File: src/inc/cal_pkg.sv
`default_nettype none
package cal_pkg;
  // ----------------------------------------------------------------
  // bus geometry
  // ----------------------------------------------------------------
  localparam int ADDR_W = 12;
  localparam int DATA_W = 32;
  localparam int IDX_W = 10;
  localparam int REG_W = 16;
  localparam int NREG = 9;
  localparam int SLOT_W = 4;
  localparam logic [1:0] WORD_ALIGN = 2'h0;

  // ----------------------------------------------------------------
  // register indices, byte address is four times the index
  // ----------------------------------------------------------------
  localparam logic [IDX_W-1:0] IDX_LOCK_SEARCH = 10'h13B;
  localparam logic [IDX_W-1:0] IDX_LOCK_ADDR_LOW = 10'h13C;
  localparam logic [IDX_W-1:0] IDX_LOCK_ADDR_MID = 10'h13D;
  localparam logic [IDX_W-1:0] IDX_LOCK_ADDR_HIGH = 10'h13E;
  localparam logic [IDX_W-1:0] IDX_LOCK_FILTER_ID = 10'h13F;
  localparam logic [IDX_W-1:0] IDX_COUNTER_COMMAND = 10'h140;
  localparam logic [IDX_W-1:0] IDX_COUNTER_COMMAND_UPPER = 10'h141;
  localparam logic [IDX_W-1:0] IDX_COUNTER_RESULT_LOW = 10'h142;
  localparam logic [IDX_W-1:0] IDX_COUNTER_RESULT_HIGH = 10'h143;

  // slot of each register inside the decoded window
  localparam logic [SLOT_W-1:0] SLOT_SEARCH = 4'h0;
  localparam logic [SLOT_W-1:0] SLOT_ADDR_LOW = 4'h1;
  localparam logic [SLOT_W-1:0] SLOT_ADDR_MID = 4'h2;
  localparam logic [SLOT_W-1:0] SLOT_ADDR_HIGH = 4'h3;
  localparam logic [SLOT_W-1:0] SLOT_FILTER_ID = 4'h4;
  localparam logic [SLOT_W-1:0] SLOT_COMMAND = 4'h5;
  localparam logic [SLOT_W-1:0] SLOT_COMMAND_UPPER = 4'h6;
  localparam logic [SLOT_W-1:0] SLOT_RESULT_LOW = 4'h7;
  localparam logic [SLOT_W-1:0] SLOT_RESULT_HIGH = 4'h8;

  // ----------------------------------------------------------------
  // field layout and reset values
  // ----------------------------------------------------------------
  localparam int PORT_W = 3;
  localparam int FID_W = 4;
  localparam int TGT_W = 6;
  localparam int STA_W = 48;
  localparam int CNT_W = 32;
  localparam int BUSY_BIT = 7;
  localparam int OP_BIT = 6;
  localparam logic RST_BIT = 1'b0;
  localparam logic [REG_W-1:0] RST_REG = 16'h0000;
  localparam logic [PORT_W-1:0] RST_PORT = 3'h0;
  localparam logic [FID_W-1:0] RST_FID = 4'h0;
  localparam logic [TGT_W-1:0] RST_TGT = 6'h00;
  localparam logic [STA_W-1:0] RST_STA = 48'h000000000000;
  localparam logic [CNT_W-1:0] RST_CNT = 32'h00000000;
  localparam logic [DATA_W-1:0] RST_DATA = 32'h00000000;

  typedef enum logic [1:0] {
    ST_IDLE = 2'b00,
    ST_REQ = 2'b01,
    ST_WAIT = 2'b11
  } cal_state_t;
endpackage : cal_pkg
`default_nettype wire

File: src/logic/cal_apb_decode.sv
`timescale 1ns/1ps
`default_nettype none
module cal_apb_decode import cal_pkg::*; (
  input wire logic [ADDR_W-1:0] paddr,
  input wire logic psel,
  input wire logic penable,
  input wire logic pwrite,
  output logic [NREG-1:0] hit,
  output logic [SLOT_W-1:0] slot,
  output logic mapped,
  output logic setup_rd,
  output logic setup_any,
  output logic access_wr
);
  // ----------------------------------------------------------------
  // word decode
  // ----------------------------------------------------------------
  wire logic aligned;
  wire logic [IDX_W-1:0] word_idx;
  wire logic [IDX_W-1:0] offset_idx;

  assign aligned = (paddr[1:0] == WORD_ALIGN);
  assign word_idx = paddr[ADDR_W-1:2];
  assign offset_idx = word_idx - IDX_LOCK_SEARCH;

  genvar gi;
  generate
    for (gi = 0; gi < NREG; gi++) begin : g_hit
      assign hit[gi] = aligned && (word_idx == IDX_W'(IDX_LOCK_SEARCH + gi));
    end
  endgenerate

  // ----------------------------------------------------------------
  // phase qualifiers
  // ----------------------------------------------------------------
  assign mapped = |hit;
  assign slot = mapped ? offset_idx[SLOT_W-1:0] : SLOT_SEARCH;
  assign setup_any = psel && !penable;
  assign setup_rd = setup_any && !pwrite;
  // no wait states, so the access phase is the write edge
  assign access_wr = psel && penable && pwrite && mapped;
endmodule : cal_apb_decode
`default_nettype wire

File: src/logic/cal_engine.sv
`timescale 1ns/1ps
`default_nettype none
module cal_engine import cal_pkg::*; (
  input wire logic pclk,
  input wire logic presetn,
  input wire logic start,
  input wire logic op_renew,
  input wire logic [TGT_W-1:0] target_index,
  input wire logic cnt_done,
  input wire logic [CNT_W-1:0] cnt_value,
  output logic busy,
  output logic cnt_req,
  output logic cnt_renew,
  output logic [TGT_W-1:0] cnt_index,
  output logic [CNT_W-1:0] result
);
  // ----------------------------------------------------------------
  // state and latched command
  // ----------------------------------------------------------------
  cal_state_t state_ff, nxt_state;
  logic op_ff;
  logic [TGT_W-1:0] tgt_ff;
  logic [CNT_W-1:0] result_ff;
  wire logic take;
  wire logic finish;
  wire logic load_result;

  assign take = start && (state_ff == ST_IDLE);
  assign finish = (state_ff == ST_WAIT) && cnt_done;
  // renew gives no value, so the last fetched result stays readable
  assign load_result = finish && !op_ff;

  always_comb begin
    nxt_state = state_ff;
    unique case (state_ff)
      ST_IDLE: if (take) nxt_state = ST_REQ;
      ST_REQ: nxt_state = ST_WAIT;
      ST_WAIT: if (cnt_done) nxt_state = ST_IDLE;
      default: nxt_state = ST_IDLE;
    endcase
  end

  always_ff @(posedge pclk or negedge presetn) begin
    if (!presetn) begin
      state_ff <= ST_IDLE;
      op_ff <= RST_BIT;
      tgt_ff <= RST_TGT;
      result_ff <= RST_CNT;
    end else begin
      state_ff <= nxt_state;
      if (take) op_ff <= op_renew;
      if (take) tgt_ff <= target_index;
      if (load_result) result_ff <= cnt_value;
    end
  end

  // ----------------------------------------------------------------
  // outputs
  // ----------------------------------------------------------------
  assign busy = (state_ff != ST_IDLE);
  assign cnt_req = (state_ff == ST_REQ);
  assign cnt_renew = op_ff;
  assign cnt_index = tgt_ff;
  assign result = result_ff;
endmodule : cal_engine
`default_nettype wire

File: src/logic/cal_top.sv
// How it works
// - lock_addr_low at index 13C returns locked address bits 15 to 0
// - lock_addr_mid returns locked address bits 31 to 16
// - lock_addr_high at index 13E returns locked address bits 47 to 32
// - lock_filter_id at 13F returns 4-bit filtering id, upper bits read zero
// - software writes 3-bit port code; readback shows that port's lock data
// - command bit 7 reads 0 when engine idle, 1 while busy
// - command bit 6 picks indirect counter read (0) or port renew (1)
// - in read mode bits 5 to 0 give the counter address
// - in renew mode bits 5 to 0 give the ports to renew
// - counter_result_low at 142 returns fetched value bits 15 to 0
// - counter_result_high at 143 returns fetched value bits 31 to 16
`timescale 1ns/1ps
`default_nettype none
module cal_top import cal_pkg::*; (
  input wire logic pclk,
  input wire logic presetn,
  input wire logic psel,
  input wire logic penable,
  input wire logic pwrite,
  input wire logic [ADDR_W-1:0] paddr,
  input wire logic [DATA_W-1:0] pwdata,
  output logic [DATA_W-1:0] prdata,
  output logic pready,
  output logic pslverr,
  output logic [PORT_W-1:0] lock_port,
  input wire logic [STA_W-1:0] lock_station_in,
  input wire logic [FID_W-1:0] lock_fid_in,
  output logic cnt_req,
  output logic cnt_renew,
  output logic [TGT_W-1:0] cnt_index,
  input wire logic cnt_done,
  input wire logic [CNT_W-1:0] cnt_value
);
  // ----------------------------------------------------------------
  // bus decode
  // ----------------------------------------------------------------
  logic [NREG-1:0] hit;
  logic [SLOT_W-1:0] slot;
  logic mapped;
  logic setup_rd;
  logic setup_any;
  logic access_wr;

  cal_apb_decode u_decode (
    .paddr(paddr),
    .psel(psel),
    .penable(penable),
    .pwrite(pwrite),
    .hit(hit),
    .slot(slot),
    .mapped(mapped),
    .setup_rd(setup_rd),
    .setup_any(setup_any),
    .access_wr(access_wr)
  );

  wire logic wr_search;
  wire logic wr_command;
  wire logic start_req;

  assign wr_search = access_wr && hit[SLOT_SEARCH];
  assign wr_command = access_wr && hit[SLOT_COMMAND];
  // a go written while busy is dropped; software must poll first
  assign start_req = wr_command && pwdata[BUSY_BIT];

  // ----------------------------------------------------------------
  // lock search port and readback capture
  // ----------------------------------------------------------------
  logic [PORT_W-1:0] lock_port_ff;
  logic [STA_W-1:0] station_ff;
  logic [FID_W-1:0] fid_ff;

  // registered every cycle, so the low, mid and high words are separate samples, not one snapshot
  always_ff @(posedge pclk or negedge presetn) begin
    if (!presetn) begin
      lock_port_ff <= RST_PORT;
      station_ff <= RST_STA;
      fid_ff <= RST_FID;
    end else begin
      if (wr_search) lock_port_ff <= pwdata[PORT_W-1:0];
      station_ff <= lock_station_in;
      fid_ff <= lock_fid_in;
    end
  end

  assign lock_port = lock_port_ff;

  // ----------------------------------------------------------------
  // counter engine
  // ----------------------------------------------------------------
  logic busy;
  logic [CNT_W-1:0] result;
  logic [TGT_W-1:0] cmd_tgt_ff;
  logic cmd_op_ff;
  wire logic cmd_load;

  // field keeps its value while busy so a readback matches the job
  assign cmd_load = wr_command && !busy;

  always_ff @(posedge pclk or negedge presetn) begin
    if (!presetn) begin
      cmd_op_ff <= RST_BIT;
      cmd_tgt_ff <= RST_TGT;
    end else begin
      if (cmd_load) cmd_op_ff <= pwdata[OP_BIT];
      if (cmd_load) cmd_tgt_ff <= pwdata[TGT_W-1:0];
    end
  end

  cal_engine u_engine (
    .pclk(pclk),
    .presetn(presetn),
    .start(start_req),
    .op_renew(pwdata[OP_BIT]),
    .target_index(pwdata[TGT_W-1:0]),
    .cnt_done(cnt_done),
    .cnt_value(cnt_value),
    .busy(busy),
    .cnt_req(cnt_req),
    .cnt_renew(cnt_renew),
    .cnt_index(cnt_index),
    .result(result)
  );

  // ----------------------------------------------------------------
  // register views
  // ----------------------------------------------------------------
  logic [REG_W-1:0] reg_view [NREG];

  assign reg_view[SLOT_SEARCH] = REG_W'(lock_port_ff);
  assign reg_view[SLOT_ADDR_LOW] = station_ff[15:0];
  assign reg_view[SLOT_ADDR_MID] = station_ff[31:16];
  assign reg_view[SLOT_ADDR_HIGH] = station_ff[47:32];
  assign reg_view[SLOT_FILTER_ID] = REG_W'(fid_ff);
  assign reg_view[SLOT_COMMAND] = REG_W'({busy, cmd_op_ff, cmd_tgt_ff});
  assign reg_view[SLOT_COMMAND_UPPER] = RST_REG;
  assign reg_view[SLOT_RESULT_LOW] = result[15:0];
  assign reg_view[SLOT_RESULT_HIGH] = result[31:16];

  // ----------------------------------------------------------------
  // apb answer
  // ----------------------------------------------------------------
  logic [DATA_W-1:0] prdata_ff;
  logic pslverr_ff;
  wire logic [DATA_W-1:0] rd_word;

  assign rd_word = mapped ? DATA_W'(reg_view[slot]) : RST_DATA;

  // sampled in setup, so the access phase answers with zero wait
  always_ff @(posedge pclk or negedge presetn) begin
    if (!presetn) begin
      prdata_ff <= RST_DATA;
      pslverr_ff <= RST_BIT;
    end else begin
      if (setup_rd) prdata_ff <= rd_word;
      if (setup_any) pslverr_ff <= !mapped;
    end
  end

  assign prdata = prdata_ff;
  assign pready = 1'b1;
  assign pslverr = pslverr_ff && psel && penable;

  wire logic rd_acc;
  logic [TGT_W-1:0] start_tgt_ff;
  logic start_op_ff;
  logic started_ff;

  assign rd_acc = psel && penable && !pwrite;

  // helper that remembers the last taken command for checks below
  always_ff @(posedge pclk or negedge presetn) begin
    if (!presetn) begin
      start_tgt_ff <= RST_TGT;
      start_op_ff <= RST_BIT;
      started_ff <= RST_BIT;
    end else begin
      started_ff <= start_req && !busy;
      if (start_req && !busy) start_tgt_ff <= pwdata[TGT_W-1:0];
      if (start_req && !busy) start_op_ff <= pwdata[OP_BIT];
    end
  end
endmodule : cal_top
`default_nettype wire

File: config.mk
export PLATFORM = sky130hd
export DESIGN_NAME = cal_top
export DESIGN_NICKNAME = d
export VERILOG_FILES = /design/src/inc/cal_pkg.sv /design/src/logic/cal_apb_decode.sv /design/src/logic/cal_engine.sv /design/src/logic/cal_top.sv
export SDC_FILE = /design/constraint.sdc
export NUM_CORES = 1
export LEC_CHECK = 0
export ABC_AREA = 1
export ABC_CLOCK_PERIOD_IN_PS = 2009
export BUFFER_PORTS_ARGS = -buffer_cell sky130_fd_sc_hd__clkbuf_2
export CAP_MARGIN = 0
export CORE_MARGIN = 1.5
export CORE_UTILIZATION = 45
export DETAILED_ROUTE_END_ITERATION = 6
export PLACE_DENSITY = 0.83
export RECOVER_POWER = 25
export SYNTH_ARGS = -nofsm -noshare
export SYNTH_HDL_FRONTEND = slang
export SYNTH_SLANG_ARGS = --single-unit
File: constraint.sdc
create_clock -name pclk -period 2.01 [get_ports pclk]
set_input_delay 0.201 -clock pclk [delete_from_list [all_inputs] [get_ports pclk]]
set_output_delay 0.201 -clock pclk [all_outputs]
set_load 0.05 [all_outputs]
==> summary.md <==
| Metric | Value |
|---|---|
| Post-route ant nets | `0` |
| Hold path cells | `2` |
| Net switching power | `0.001576 W` |
| Number of global-route vias before repair | `4871` |
| Max VDD drop | `0.5613 mV` |
| Min cycle time layout | `1.716 ns` |
| H-Tree Level Count | `4` |
| CTS sink count | `between 100 and 150` |
| Critical Path Sink Type | `flip-flop` |
| Power Total | `between 0.006 and 0.007 W` |
| Drt initial violations | `259` |
| Startpoint types | `input port` |
| Worst-Margin Slew | `1.021 ns` |
| Congestion Overflow GR | `0` |
| Critical path type | `in2reg` |
| Register area share after synthesis | `0.5464` |
| Sw frac | `0.2316` |
| Placed cell count | `910` |
| Post-CTS Setup Bufs | `0` |
| Most frequent CP cell | `nand2_1` |
| Mapped Cells | `~600` |
| Mapped Area | `5495 sq um` |
| Hold Path End | `u_engine.result[26]` |
| Initial DRT Pass Iterations | `6` |
| Post-Layout Cell Count | `995` |
| Area Overhead vs Synth | `39.34%` |
| Crit path max-delay cell type | `o21ai_0` |
| Via-per-instance ratio | `4.893` |
| Status | `finished, final reports clean` |
| Fmax | `0.5826 GHz` |
| I/O Pins | `179` |
| Die ar. | `12880 sq um` |
| Delay-heaviest family, CP | `simple AND/OR/NAND/NOR gates` |
| Int Pwr | `0.005230 W` |
| Post-synth top area cell | `dfrtp_1` |
| Clk pwr share | `0.471` |
| Die width | `113.5 um` |
| Total core area | `11960 sq um` |
| Bufs on Longest Clock Path | `2` |
| Top cell type's share of synthesized area | `0.5464` |
| Final Hold Vio Count | `0` |
| #FFs+latches synth | `between 100 and 150` |
| Slowest cell delay on critical path | `0.27 ns` |
| Worst slew margin | `0.3191` |
| Ranking of synthesized cells by area | `dfrtp_1 55%, nand2_1 11%, mux2_2 5.5%` |
| Maxcap violations | `0` |
| Final #Nets | `973` |
| Post_cts resized | `0` |
| Post-DR wirelength/cell | `14.98 um` |
| Final Instance Area | `roughly 7700 sq um` |
| Max Clock Skew | `around 0.0078 ns` |
| CTS clock-pin slew for the worst setup and hold paths | `0.05 ns` |
| Most frequent cells in the layout | `160 x nand2_1, 129 x clkbuf_2, 120 x dfrtp_1` |
| Clk root buf | `clkbuf_16` |
| Slew Limit Fails | `0` |
| Comb pwr share | `0.116` |
| RR Endpoint | `u_engine.result[31]` |
| Hold_ws | `0.02455 ns` |
| Final period util | `0.8539` |
| Critical Path RT | `between 2 and 2.5 ns` |
| Flop-to-flop setup slack | `0.64 ns` |
| Chip height | `113.5 um` |
| Diodes inserted | `0` |
| Commonest non-fill, non-tap cell in the layout | `nand2_1` |
| Routed wire length | `14910 um` |
| RSZ-0062 raised after global routing | `no` |
| Reg2Reg Launch Point | `u_engine.state_ff[1]` |
| Port Buffers | `~140` |
| Hold_sp | `cnt_value[26]` |
| Post-route setup TNS | `0 ns` |
| Pwr Density | `888.8 nW/um^2` |
| Placed inst area | `roughly 6500 sq um` |
| Pin count of the biggest net entering global routing | `74` |
| # DRC | `0` |
| Crit path max fanout | `7` |
| Yosys warns | `0` |
| Final setup fails | `0` |
| Antenna violations before repair | `0` |
| Mean area per synthesized cell | `8.979 sq um` |
| CTS tree | `done` |
| Tot GR Track Use | `0.2439` |
| WP buf/inv | `2` |
| Clk_lat worst skew | `~0.41 ns` |
| Class of the worst hold path | `in2reg` |
| Starting Density | `0.4594` |
| Endpoint arrival time on the critical path | `2.01 ns` |
| Worst r2r path cells | `5` |
| CTS Buf Count | `17` |
| Flop pwr share | `0.413` |
| CP Cell Sequence | `clkbuf_2 -> ha_1 -> nand2_1 -> nor2_1 -> nand2_1 -> nor2_2 -> nor2_2 -> nand2_4 -> nand2_2 -> inv_2 -> nand2_1 -> o21ai_0 -> nand2_1 -> nand3b_1 -> nand2_1` |
| Dpl hpwl | `10220 um` |
| CTS hold repair buffers | `53` |
| Yosys cell types | `35` |
| FP Rows | `40` |
| P_leak | `between 4 and 5 nW` |
| Vias | `4869` |
| First-pass GRT wire length | `between 20000 and 25000 um` |
| Gpl congestion | `0.8132` |
| Share of layout cells above drive strength 1 | `0.2854` |
[sequential cells by signal, indices dropped and copies added (netlist names)]
name / count
cmd_tgt_ff: 6
u_engine.cnt_index: 6
u_engine.result: 32
station_ff: 48
prdata: 16
cmd_op_ff: 1
lock_port: 3
u_engine.cnt_renew: 1
fid_ff: 4
pslverr_ff: 1
u_engine.state_ff: 2
[worst max-delay path by stage]
stage               slack [ns]      from  depth (start not counted)         end
CTS                       0.30  paddr[2]                         15  prdata[12]
floorplan                -0.02  paddr[2]                         18   prdata[7]
detailed placement       -0.12  paddr[2]                         15  prdata[12]
global placement          0.01  paddr[2]                         16  prdata[14]
finish                    0.29  paddr[2]                         15  prdata[12]
global route              0.08  paddr[2]                         18   prdata[3]
[synth_stat cells]
cell and n:
nand2_1 160, dfrtp_1 120, nor2_1 57, inv_1 53
nand3_1 43, o21ai_0 33, mux2_2 27, buf_4 19
o21ai_1 19, a21oi_1 18, clkbuf_1 6, buf_2 5
inv_2 5, nand2_2 5, nand2_4 5, nor3_1 5
ha_1 4, nor2_2 4, nand3b_1 3, o2111ai_1 3
buf_6 2, conb_1 2, inv_4 2, a211oi_1 1
clkinv_1 1, clkinv_2 1, nand4_1 1, nand4_2 1
nor2_4 1, nor3_2 1, o21ai_2 1, o21ai_4 1
o22ai_1 1, or2_0 1, xor2_4 1
[final cells by class]
type | instances | area [sq um]
Clock buffer | 24 | 481.7
Clock inverter | 8 | 142.6
Fill cell | 966 | 4304
Inverter | 62 | 239.0
Multi-Input combinational cell | 413 | 2097
Sequential cell | 120 | 3003
Tap cell | 147 | 183.9
Timing Repair Buffer | 221 | 1510
[power groups by stage]
stage               clock network (W)  logic, W  registers, W
floorplan                           0  0.000477       0.00281
global placement                    0  0.000683       0.00284
detailed placement                  0  0.000707       0.00285
CTS                           0.00322  0.000793       0.00281
global route                  0.00337  0.000870       0.00284
finish                        0.00321  0.000787       0.00281
[layer usage]
metal | global-route usage | routed length, um | up-vias
met5 | 0 | 0 | -
met4 | 0.09750 | 344 | 0
met3 | 0.04942 | 888 | 29
met2 | 0.4181 | 7615 | 191
met1 | 0.3040 | 6060 | 2284
li1 | - | - | 2365
[logic make-up after synthesis]
family | after synthesis | synth area share
DFF | 120 | 0.5464
other | 2 | 0.001367
muxes | 27 | 0.05533
and+or+nand+nor | 287 | 0.2250
buffers and inverters | 94 | 0.08219
AOI/OAI and AO/OA | 77 | 0.07560
adders and majority gates | 4 | 0.009108
xor gates and xnor gates | 1 | 0.005010
[metrics by stage]
step,setup WS [ns],util
6_report,0.2936,0.6402
5_1_grt,0.07625,0.6402
4_1_cts,0.2955,0.6426
3_5_place_dp,-0.1216,0.5460
3_3_place_gp,0.01087,0.5460
2_1_floorplan,-0.01912,-
Power figures use the tool's default switching activity.
